--- src/hw/rdv_pkg.sv ---
// Purpose: Shared constants for the calendar date and alarm value register block
// Assumes: 32-bit APB data, byte addresses, one aligned word per register
// Notes:   Date and time digit fields are BCD; unimplemented bits read as zero
// ============================================================
// Package
package rdv_pkg;

  // ============================================================
  // Register byte offsets
  localparam logic [7:0] OFS_CLOCK_CTRL = 8'h00;
  localparam logic [7:0] OFS_ALARM_CTRL = 8'h04;
  localparam logic [7:0] OFS_DATE       = 8'h08;
  localparam logic [7:0] OFS_ALRM_TIME  = 8'h0C;
  localparam logic [7:0] OFS_ALRM_DATE  = 8'h10;
  localparam logic [7:0] OFS_IRQ_STATUS = 8'h14;
  localparam logic [7:0] OFS_IRQ_MASK   = 8'h18;

  // ============================================================
  // Field positions, digit fields are four bits wide
  localparam int DIG_W          = 4;
  localparam int POS_HI_TENS    = 28;   // Year tens, hour tens
  localparam int POS_HI_UNITS   = 24;   // Year units, hour units
  localparam int POS_MID_TENS   = 20;   // Month tens, minute tens
  localparam int POS_MID_UNITS  = 16;   // Month units, minute units
  localparam int POS_LO_TENS    = 12;   // Day tens, second tens
  localparam int POS_LO_UNITS   = 8;    // Day units, second units
  localparam int POS_WEEKDAY    = 0;    // Weekday digit
  localparam int POS_CWE        = 3;    // Calendar write enable in clock control
  localparam int POS_AEN        = 15;   // Alarm enable
  localparam int POS_CHIME      = 14;   // Repeat counter wrap
  localparam int POS_ALARM_PERIOD_MASK      = 8;    // Alarm period mask, four bits
  localparam int POS_ALARM_REPEAT_COUNTER       = 0;    // Alarm repeat counter, eight bits
  localparam int STAT_W         = 2;
  localparam int STAT_EVENT     = 0;    // Alarm event happened
  localparam int STAT_EXPIRED   = 1;    // Alarm disabled itself after last repeat

  // ============================================================
  // Implemented bit masks
  localparam logic [31:0] DATE_WMASK  = 32'hFFFF_FF0F;
  localparam logic [31:0] ATIME_WMASK = 32'hFFFF_FF00;
  localparam logic [31:0] ADATE_WMASK = 32'h00FF_FF0F;

  // ============================================================
  // Reset values
  localparam logic [31:0] DATE_RST    = 32'h0000_0000;
  localparam logic [31:0] ATIME_RST   = 32'h0000_0000;
  localparam logic [31:0] ADATE_RST   = 32'h0000_0000;
  localparam logic [3:0]  ALARM_PERIOD_MASK_RST   = 4'h0;
  localparam logic [7:0]  ALARM_REPEAT_COUNTER_RST    = 8'h00;
  localparam logic [1:0]  STAT_RST    = 2'h0;

  // ============================================================
  // Alarm period codes
  typedef enum logic [3:0] {
    RDV_PER_HALF_SEC = 4'h0,
    RDV_PER_SEC      = 4'h1,
    RDV_PER_10_SEC   = 4'h2,
    RDV_PER_MIN      = 4'h3,
    RDV_PER_10_MIN   = 4'h4,
    RDV_PER_HOUR     = 4'h5,
    RDV_PER_DAY      = 4'h6,
    RDV_PER_WEEK     = 4'h7,
    RDV_PER_MONTH    = 4'h8,
    RDV_PER_YEAR     = 4'h9
  } rdv_period_t;

endpackage : rdv_pkg

--- src/hw/rdv_alarm_match.sv ---
// Purpose: Compares running time and date with the alarm fields chosen by the period mask
// Assumes: All inputs on the same clock, purely combinational
// Notes:   Reserved mask codes never match
// ============================================================
// Alarm compare
module rdv_alarm_match (
  // Period selection
  input  wire logic [3:0]  period_mask,
  input  wire logic        half_second_phase,
  // Running values
  input  wire logic [31:0] cur_time,
  input  wire logic [31:0] cur_date,
  // Alarm values
  input  wire logic [31:0] alrm_time,
  input  wire logic [31:0] alrm_date,
  // Result
  output logic             match
);

  logic [8:0] eq;   // Per-digit equality, finest first

  // Equality of each compared digit
  always_comb begin
    eq[0] = ~half_second_phase;
    eq[1] = cur_time[rdv_pkg::POS_LO_UNITS +: rdv_pkg::DIG_W]
            == alrm_time[rdv_pkg::POS_LO_UNITS +: rdv_pkg::DIG_W];
    eq[2] = cur_time[rdv_pkg::POS_LO_TENS +: rdv_pkg::DIG_W]
            == alrm_time[rdv_pkg::POS_LO_TENS +: rdv_pkg::DIG_W];
    eq[3] = cur_time[rdv_pkg::POS_MID_UNITS +: rdv_pkg::DIG_W]
            == alrm_time[rdv_pkg::POS_MID_UNITS +: rdv_pkg::DIG_W];
    eq[4] = cur_time[rdv_pkg::POS_MID_TENS +: rdv_pkg::DIG_W]
            == alrm_time[rdv_pkg::POS_MID_TENS +: rdv_pkg::DIG_W];
    eq[5] = cur_time[31:24] == alrm_time[31:24];
    eq[6] = cur_date[rdv_pkg::POS_WEEKDAY +: rdv_pkg::DIG_W]
            == alrm_date[rdv_pkg::POS_WEEKDAY +: rdv_pkg::DIG_W];
    eq[7] = cur_date[15:8] == alrm_date[15:8];
    eq[8] = cur_date[23:16] == alrm_date[23:16];
  end

  // Each longer period adds the next digit group; month and year use day and month instead of weekday
  always_comb begin
    unique case (period_mask)
      rdv_pkg::RDV_PER_HALF_SEC: match = 1'b1;
      rdv_pkg::RDV_PER_SEC:      match = eq[0];
      rdv_pkg::RDV_PER_10_SEC:   match = &eq[1:0];
      rdv_pkg::RDV_PER_MIN:      match = &eq[2:0];
      rdv_pkg::RDV_PER_10_MIN:   match = &eq[3:0];
      rdv_pkg::RDV_PER_HOUR:     match = &eq[4:0];
      rdv_pkg::RDV_PER_DAY:      match = &eq[5:0];
      rdv_pkg::RDV_PER_WEEK:     match = &eq[6:0];
      rdv_pkg::RDV_PER_MONTH:    match = (&eq[5:0]) & eq[7];
      rdv_pkg::RDV_PER_YEAR:     match = (&eq[5:0]) & eq[7] & eq[8];
      default:                   match = 1'b0;   // Reserved codes
    endcase
  end

endmodule : rdv_alarm_match

--- src/hw/rdv_regs.sv ---
// Purpose: Calendar date and alarm value registers with alarm event logic on APB
// Assumes: half_second_tick and running time come from logic on mclk
// Notes:   Zero-wait APB slave, answer registered; one level interrupt output
// ============================================================
// Top module

module rdv_regs #(
  parameter int ADDR_W = 8
) (
  // Clock and reset
  input  wire logic              mclk,
  input  wire logic              sys_rst,
  // APB slave
  input  wire logic              psel,
  input  wire logic              penable,
  input  wire logic              pwrite,
  input  wire logic [ADDR_W-1:0] paddr,
  input  wire logic [31:0]       pwdata,
  output logic                   pready,
  output logic                   pslverr,
  output logic [31:0]            prdata,
  // Running time from the rest of the unit
  input  wire logic              half_second_tick,
  input  wire logic              half_second_phase,
  input  wire logic [31:0]       cur_time,
  // To the rest of the unit
  output logic [31:0]            date_value,
  output logic                   calendar_write_enable,
  output logic                   alarm_event,
  output logic                   irq
);

  // ============================================================
  // State
  typedef struct packed {
    logic                      cwe;
    logic                      aen;
    logic                      chime;
    logic [3:0]                alarm_period_mask;
    logic [7:0]                alarm_repeat_counter;
    logic [31:0]               date;
    logic [31:0]               atime;
    logic [31:0]               adate;
    logic [rdv_pkg::STAT_W-1:0] status;
    logic [rdv_pkg::STAT_W-1:0] imask;
    logic                      pready;
    logic                      pslverr;
    logic [31:0]               prdata;
    logic                      evt;
    logic                      irq;
  } rdv_state_t;

  rdv_state_t st_reg;
  rdv_state_t st_next;
  logic       match;
  logic       acc_setup;
  logic       acc_done;
  logic       wr;
  logic       fire;
  logic [rdv_pkg::STAT_W-1:0] stat_set;
  logic [rdv_pkg::STAT_W-1:0] stat_clr;

  // ============================================================
  // Address decode helpers
  function automatic logic addr_hit(input logic [ADDR_W-1:0] a);
    logic [7:0] b;
    b = 8'(a);
    addr_hit = (b == rdv_pkg::OFS_CLOCK_CTRL) || (b == rdv_pkg::OFS_ALARM_CTRL) ||
               (b == rdv_pkg::OFS_DATE) || (b == rdv_pkg::OFS_ALRM_TIME) ||
               (b == rdv_pkg::OFS_ALRM_DATE) || (b == rdv_pkg::OFS_IRQ_STATUS) ||
               (b == rdv_pkg::OFS_IRQ_MASK);
  endfunction : addr_hit

  function automatic logic [31:0] read_word(input logic [ADDR_W-1:0] a,
                                            input rdv_state_t s);
    logic [31:0] w;
    w = 32'h0000_0000;
    case (8'(a))
      rdv_pkg::OFS_CLOCK_CTRL: w[rdv_pkg::POS_CWE] = s.cwe;
      rdv_pkg::OFS_ALARM_CTRL: begin
        w[rdv_pkg::POS_AEN]        = s.aen;
        w[rdv_pkg::POS_CHIME]      = s.chime;
        w[rdv_pkg::POS_ALARM_PERIOD_MASK +: 4] = s.alarm_period_mask;
        w[rdv_pkg::POS_ALARM_REPEAT_COUNTER +: 8]  = s.alarm_repeat_counter;
      end
      rdv_pkg::OFS_DATE:       w = s.date & rdv_pkg::DATE_WMASK;
      rdv_pkg::OFS_ALRM_TIME:  w = s.atime & rdv_pkg::ATIME_WMASK;
      rdv_pkg::OFS_ALRM_DATE:  w = s.adate & rdv_pkg::ADATE_WMASK;
      rdv_pkg::OFS_IRQ_STATUS: w[rdv_pkg::STAT_W-1:0] = s.status;
      rdv_pkg::OFS_IRQ_MASK:   w[rdv_pkg::STAT_W-1:0] = s.imask;
      default:                 w = 32'h0000_0000;
    endcase
    read_word = w;
  endfunction : read_word

  // ============================================================
  // Alarm compare against own date and the running time
  rdv_alarm_match u_match (
    .period_mask       (st_reg.alarm_period_mask),
    .half_second_phase (half_second_phase),
    .cur_time          (cur_time),
    .cur_date          (st_reg.date),
    .alrm_time         (st_reg.atime),
    .alrm_date         (st_reg.adate),
    .match             (match)
  );

  // ============================================================
  // Next-state logic
  always_comb begin
    st_next   = st_reg;
    acc_setup = psel & ~penable;
    acc_done  = psel & penable & st_reg.pready;
    wr        = acc_done & pwrite & addr_hit(paddr);
    stat_set  = '0;
    stat_clr  = '0;
    fire      = half_second_tick & st_reg.aen & match;
    // APB answer is latched at the setup edge
    st_next.pready = acc_setup;
    if (acc_setup) begin
      st_next.pslverr = ~addr_hit(paddr);
      st_next.prdata  = read_word(paddr, st_reg);
    end else if (acc_done) begin
      st_next.pslverr = 1'b0;
      st_next.prdata  = 32'h0000_0000;
    end
    // Register writes
    if (wr) begin
      case (8'(paddr))
        rdv_pkg::OFS_CLOCK_CTRL: st_next.cwe = pwdata[rdv_pkg::POS_CWE];
        rdv_pkg::OFS_ALARM_CTRL: begin
          st_next.aen   = pwdata[rdv_pkg::POS_AEN];
          st_next.chime = pwdata[rdv_pkg::POS_CHIME];
          st_next.alarm_period_mask = pwdata[rdv_pkg::POS_ALARM_PERIOD_MASK +: 4];
          st_next.alarm_repeat_counter  = pwdata[rdv_pkg::POS_ALARM_REPEAT_COUNTER +: 8];
        end
        rdv_pkg::OFS_DATE: begin
          if (st_reg.cwe) begin
            st_next.date = pwdata & rdv_pkg::DATE_WMASK;
          end
        end
        rdv_pkg::OFS_ALRM_TIME: st_next.atime = pwdata & rdv_pkg::ATIME_WMASK;
        rdv_pkg::OFS_ALRM_DATE: st_next.adate = pwdata & rdv_pkg::ADATE_WMASK;
        rdv_pkg::OFS_IRQ_STATUS: stat_clr = pwdata[rdv_pkg::STAT_W-1:0];
        rdv_pkg::OFS_IRQ_MASK:   st_next.imask = pwdata[rdv_pkg::STAT_W-1:0];
        default: st_next.cwe = st_reg.cwe;
      endcase
    end
    // Alarm event: count down repeats or disable on the last one
    st_next.evt = fire;
    if (fire) begin
      stat_set[rdv_pkg::STAT_EVENT] = 1'b1;
      if ((st_reg.alarm_repeat_counter == 8'h00) && !st_reg.chime) begin
        st_next.aen = 1'b0;
        stat_set[rdv_pkg::STAT_EXPIRED] = 1'b1;
      end else begin
        st_next.alarm_repeat_counter = st_reg.alarm_repeat_counter - 8'h01;                   // Wraps to FF only with chime
      end
    end
    // Sticky status, a new event wins over a clear
    st_next.status = (st_reg.status & ~stat_clr) | stat_set;
    st_next.irq    = |(st_next.status & st_next.imask);
  end

  // ============================================================
  // State register
  always_ff @(posedge mclk or posedge sys_rst) begin
    if (sys_rst) begin
      st_reg.cwe     <= 1'b0;
      st_reg.aen     <= 1'b0;
      st_reg.chime   <= 1'b0;
      st_reg.alarm_period_mask   <= rdv_pkg::ALARM_PERIOD_MASK_RST;
      st_reg.alarm_repeat_counter    <= rdv_pkg::ALARM_REPEAT_COUNTER_RST;
      st_reg.date    <= rdv_pkg::DATE_RST;
      st_reg.atime   <= rdv_pkg::ATIME_RST;
      st_reg.adate   <= rdv_pkg::ADATE_RST;
      st_reg.status  <= rdv_pkg::STAT_RST;
      st_reg.imask   <= rdv_pkg::STAT_RST;
      st_reg.pready  <= 1'b0;
      st_reg.pslverr <= 1'b0;
      st_reg.prdata  <= 32'h0000_0000;
      st_reg.evt     <= 1'b0;
      st_reg.irq     <= 1'b0;
    end else begin
      st_reg <= st_next;
    end
  end

  // Outputs straight from the state register
  assign pready                = st_reg.pready;
  assign pslverr               = st_reg.pslverr;
  assign prdata                = st_reg.prdata;
  assign date_value            = st_reg.date;
  assign calendar_write_enable = st_reg.cwe;
  assign alarm_event           = st_reg.evt;
  assign irq                   = st_reg.irq;

  // Write strobe for a given offset
  logic wr_date;
  logic wr_atime;
  logic wr_adate;
  assign wr_date  = psel & penable & pready & pwrite & (8'(paddr) == rdv_pkg::OFS_DATE);
  assign wr_atime = psel & penable & pready & pwrite & (8'(paddr) == rdv_pkg::OFS_ALRM_TIME);
  assign wr_adate = psel & penable & pready & pwrite & (8'(paddr) == rdv_pkg::OFS_ALRM_DATE);
endmodule : rdv_regs

--- config.mk ---
export PLATFORM = sky130hd
export DESIGN_NAME = rdv_regs
export DESIGN_NICKNAME = d
export VERILOG_FILES = /design/src/hw/rdv_pkg.sv /design/src/hw/rdv_alarm_match.sv /design/src/hw/rdv_regs.sv
export SDC_FILE = /design/constraint.sdc
export NUM_CORES = 1
export LEC_CHECK = 0
export BUFFER_PORTS_ARGS = -buffer_cell sky130_fd_sc_hd__clkbuf_2
export CORE_AREA = 2 2 110 112
export DETAILED_ROUTE_END_ITERATION = 8
export DIE_AREA = 0 0 112 114
export PLACE_DENSITY = 0.85
export SLEW_MARGIN = 20
export SYNTH_ARGS = -nofsm -noshare
export SYNTH_HDL_FRONTEND = slang
export SYNTH_HIERARCHICAL = 1
export SYNTH_SLANG_ARGS = --single-unit
--- constraint.sdc ---
create_clock -name mclk -period 8.01 [get_ports mclk]
set_input_delay 1.602 -clock mclk [delete_from_list [all_inputs] [get_ports mclk]]
set_output_delay 1.602 -clock mclk [all_outputs]
set_load 0.005 [all_outputs]
======== Word level (Yosys, flattened, before mapping) ========
Index checks and enable logic that the tools add are counted.
W data, S select, Z words.
word-level totals
  bits in latches ......................... 0
  memory bits (writable) .................. 0
  memories ................................ 0
  register bits after elaboration ......... 127
  ROM bits ................................ 0
  input bits .............................. 79
  output and inout port bits .............. 69
operators by class
  bitwise gates (word level) .............. 16
  mux-type cells .......................... 26
  eq/ne operators ......................... 23
  reduce and logical (&&, ||, !) cells .... 24
  $mul .................................... 0
  divide/modulo/power cells ............... 0
  shift operators ......................... 0
  order comparisons ....................... 0
  $add $sub $neg .......................... 1
operators with widths
  cell                   count
  $mux W110              1
  $mux W32               3
  $mux W33               2
  $pmux W16 S3           1
  $pmux W8 S4            1
  $eq A8 B5 Y1 const B   3
  $eq A8 B8 Y1           3
  $mux W24               1
  $eq A4 B4 Y1           5
  $eq A4 B3 Y1 const B   4
  $eq A8 B4 Y1 const B   2
  $logic_not A8 Y1       2
  $mux W8                2
  $mux W14               1
  $mux W2                5
  $pmux W1 S10           1
  $pmux W2 S5            1
  $reduce_and A2 Y1      5
  $and A1 B1 Y1          9
  $eq A4 B2 Y1 const B   2
  $eq A4 B4 Y1 const B   2
  $eq A8 B3 Y1 const B   1
  $pmux W2 S4            1
  $sub A8 B1 Y8 const B  1
  other kinds (20)       31

======== Logic depth before layout (Yosys ltp) ========
  word-level depth ........................ 14
  mapped depth ............................ 11
  depth with buffers taken out ............ 10

======== Cells and area by module ========
The synthesis kept the hierarchy.
by module, submodules not included
  module           times used  cells each  sequential area each (um2)  area an instance (um2)
  rdv_regs         1           525         3178.0                      6138.4
  rdv_alarm_match  1           73          0.0                         570.5

======== Worst setup path before layout ========
OpenSTA, ideal clock, no wires.
  path type ............................... in2reg
  start ................................... input port cur_time[22]
  end ..................................... register st_reg[139] (netlist name)
  arrival time ............................ 3.475 ns
  setup slack ............................. 4.412 ns
  setup time .............................. 0.123 ns
  cell stages on the path ................. 11
  cells stage by stage .................... xnor2_1 nand4_1 a2111oi_2 o2111ai_1 o21ai_1 nand3_1 clkinv_1 o21a_1 buf_6 mux2_4 o221a_1
RTL lines
  item                    RTL line         text
  start: declaration      rdv_regs.sv:25   input wire logic [31:0] cur_time,
  end signal: assignment  rdv_regs.sv:185  st_reg <= st_next;
  end: declaration        rdv_regs.sv:53   rdv_state_t st_reg;

======== Worst setup path in the final report ========
  start ................................... input port paddr[2]
  end ..................................... register st_reg (netlist bit date_value[24])
between the ends
  word-level cells in the longest chain between the ends .. 9
ends and longest elaborated chain
  item                                              RTL line         text
  start: declaration                                rdv_regs.sv:17   input wire logic [ADDR_W-1:0] paddr,
  $eq A8 B3 Y1 or $logic_not A8 Y1 (tied branches)  rdv_regs.sv:68   addr_hit = (b == rdv_pkg::OFS_CLOCK_CTRL) || (b == rdv_pkg::OFS_ALARM_CTRL) ||
  $logic_or A1 B1 Y1 (2 in a row)                   rdv_regs.sv:68
  $logic_or A1 B1 Y1 (2 in a row)                   rdv_regs.sv:69   (b == rdv_pkg::OFS_DATE) || (b == rdv_pkg::OFS_ALRM_TIME) ||
  $logic_or A1 B1 Y1 (2 in a row)                   rdv_regs.sv:70   (b == rdv_pkg::OFS_ALRM_DATE) || (b == rdv_pkg::OFS_IRQ_STATUS) ||
  $and A1 B1 Y1                                     rdv_regs.sv:114  wr = acc_done & pwrite & addr_hit(paddr);
  $reduce_and A3 Y1 (no source line) (*)            n/a
Mark *: on every way between the ends. The rest lies on a longest branch, timed or not.
A chain may end at the register's enable or synchronous reset.

==> key figures <==
Flow run
  – Max_cap viols: 0

Place
  – Dpl cells: around 800
  – Port Buffers: ~140
  – Placed wire-length estimate: roughly 12,000 µm
  – Final Wtd Congestion: 0.908

Worst setup path
  – Critical Path End Type: register
  – CP required: a little over 8 ns
  – CP arrival: around 4.7 ns
  – Critical path type: input pin to register
  – CP startpoint kind: input pin
  – Crit Path Max Fanout: 28

Logic synthesis
  – Top FF cell, synth: dfrtp_1
  – Synthesized flop and latch total: around 130
  – Synth cell types: 64
  – Area leader, netlist: dfrtp_1
  – Post-synth top area share: 0.474
  – Sequential share of the synthesized area: 0.474
  – Post-synth ARST share: 1.00
  – Post-synth top cells: dfrtp_1 (127), mux2_2 (76), buf_4 (64)
  – Top cells by area, synth: dfrtp_1 (47%), mux2_2 (13%), buf_4 (7.2%)
  – Post-synth EDFFs: 0
  – Cell Area, Synth: about 6700 µm²
  – Top-count cell post-synth: dfrtp_1
  – Mapped Avg Cell Area: 11.2 µm²
  – Synth warn: 6
  – Post-Syn Instances: roughly 600

Timing
  – Max-slew violation count: 0
  – Setup Total Neg Slack: 0 ns
  – Fin Clk Skew: between 0.009 and 0.01 ns
  – Finish-stage setup viols: 0
  – Fmax: approximately 230 MHz
  – Tcrit/Tclk final: 0.549
  – Slew @ Worst Pin: 0.973 ns
  – Slew margin rel.: 0.349
  – Min Tclk post-route: about 4.4 ns
  – RSZ-0062 raised after global routing: false
  – Hold Fails Final Rpt: 0
  – Hold_ws: just under 0.5 ns

Power and ir drop
  – P_leak: around 3.8 nW
  – PwrDens: 198 nW/µm²
  – Maximum vdd drop: between 0.0001 and 0.00015 V

Finish
  – Non-filler cells, final: between 800 and 900
  – Largest register FFs: a little over 60
  – Fill count: 908
  – Syn-to-layout area delta: 14.3%
  – Layout cells sized above 1: 0.386
  – Antenna Cells: 0
  – # nets final: 750

Route
  – Avg Vias per Cell: 5.99
  – Detailed Route Iter0 Violations: 520
  – WL per Instance: ~20 µm
  – Post-detailed-routing wire length: 16,500 µm
  – Vias: 4,963
  – Antenna-violating nets left: 0
  – DRT Pass-1 Iters: 7
  – DR DRC count: 0

Clock tree
  – Number of hold buffers added after cts: 0
  – Post_cts resized: 0
  – Reg clk slew, reported paths: approximately 0.050 ns
  – Clock Path Buffers: 2
  – CTS tree: yes
  – Clock net sink count: between 100 and 150
  – Root Driver: clkbuf_16
  – CTS buffer count: 17
  – Worst-skew pair later-pin latency: approximately 0.4 ns
  – Setup Fix Bufs, Post-CTS: 0
  – H-tree levels: 4

GRT
  – Total global-route track usage: 0.259
  – First-pass GRT wire length: 25,900 µm
  – Antenna violations before repair: 0
  – GRT overflow: 0
  – Vias in the first global route: 4,899
  – Largest net degree at the start of global routing: just under 70

Floorplanning
  – Die Wd: approximately 110 µm
  – Ports: about 150
  – Core Region: ~12,000 µm²
  – Die footprint: around 13,000 µm²
  – Row count: 40
  – Die Y: 114 µm
  – Initial Util: 0.573

Min path
  – Min-Delay Path Class: register to register

Run status
  – Status: finished clean
## kinds of logic after synthesis
group | share of synthesized area
buf+inv | 0.0960
xor+xnor | 0.0574
flops | 0.474
other cells | 0.000559
simple gates | 0.0975
mux | 0.158
fa+ha+maj | 0.00186
compound gates | 0.115
## metrics by stage
| stage | setup WS [ns] | total power [mW] | util | instance area [µm²] |
|---|---|---|---|---|
| 3_5_place_dp | 3.26 | 0.732 | 0.601 | 7040 |
| 2_1_floorplan | 3.02 | 0.697 | - | 6720 |
| 3_3_place_gp | 3.35 | 0.730 | 0.601 | 7040 |
| 6_report | 3.61 | 1.52 | 0.655 | 7670 |
| 4_1_cts | 3.72 | 1.53 | 0.654 | 7660 |
| 5_1_grt | 3.52 | 1.56 | 0.655 | 7670 |
## final timing paths
path                                         from                         end  slack [ns]  cells past startpoint
max reg2reg                st_reg[84]$_DFFE_PP0P_       st_reg[141]$_DFF_PP0_        5.00                     10
max in group asynchronous                 sys_rst        st_reg[36]$_DFF_PP0_        5.34                      3
max                                      paddr[2]  date_value[24]$_DFFE_PP0P_        3.61                      5
min reg2reg                prdata[30]$_DFFE_PP0P_      prdata[30]$_DFFE_PP0P_        0.48                      2
min in group asynchronous                 sys_rst  date_value[31]$_DFFE_PP0P_        1.31                      2
min                        prdata[30]$_DFFE_PP0P_      prdata[30]$_DFFE_PP0P_        0.48                      2
## layout by cell type, fill, tap and decap left out, types with 10 or more instances in the layout
cell,instances
a22o_1,11
a22oi_1,11
a2bb2oi_1,11
clkbuf_16,17
clkbuf_2,135
dfrtp_1,127
mux2_2,76
mux2i_1,16
nand2_1,47
nand3_1,13
nand4_1,12
nor2_1,11
o21ai_0,34
xnor2_1,34
xor2_1,10
## power by group
part	switching, mW	total, mW	internal [mW]
Combinational	0.0492	0.0751	0.0259
Sequential	0.00242	0.647	0.645
Clock	0.274	0.794	0.520
Total	0.325	1.52	1.19
## worst max-delay path, stage by stage
cell	delay (ns)
clkbuf_2	0.45
nor4b_2	0.86
nand4_1	0.92
buf_4	0.53
mux2_2	0.30
## cell type report
class,count,area (µm²),area share
inverters,9,36.3,0.00473
multi-input cells,373,2930,0.381
repair buffers,142,728,0.0950
well taps,147,184,0.0240
clock buffers,22,484,0.0631
flip-flops and latches,127,3180,0.414
clock inverters,9,133,0.0173
## routing by layer
layer	global-route usage	share of wire	up-vias	wire length [µm]
li1	-	-	2238	-
met1	0.348	0.42	2446	6960
met2	0.416	0.48	242	7860
met3	0.0574	0.076	37	1250
met4	0.0992	0.026	0	433
met5	0	0	-	0
No activity file was read; power rests on OpenSTA's default activity.
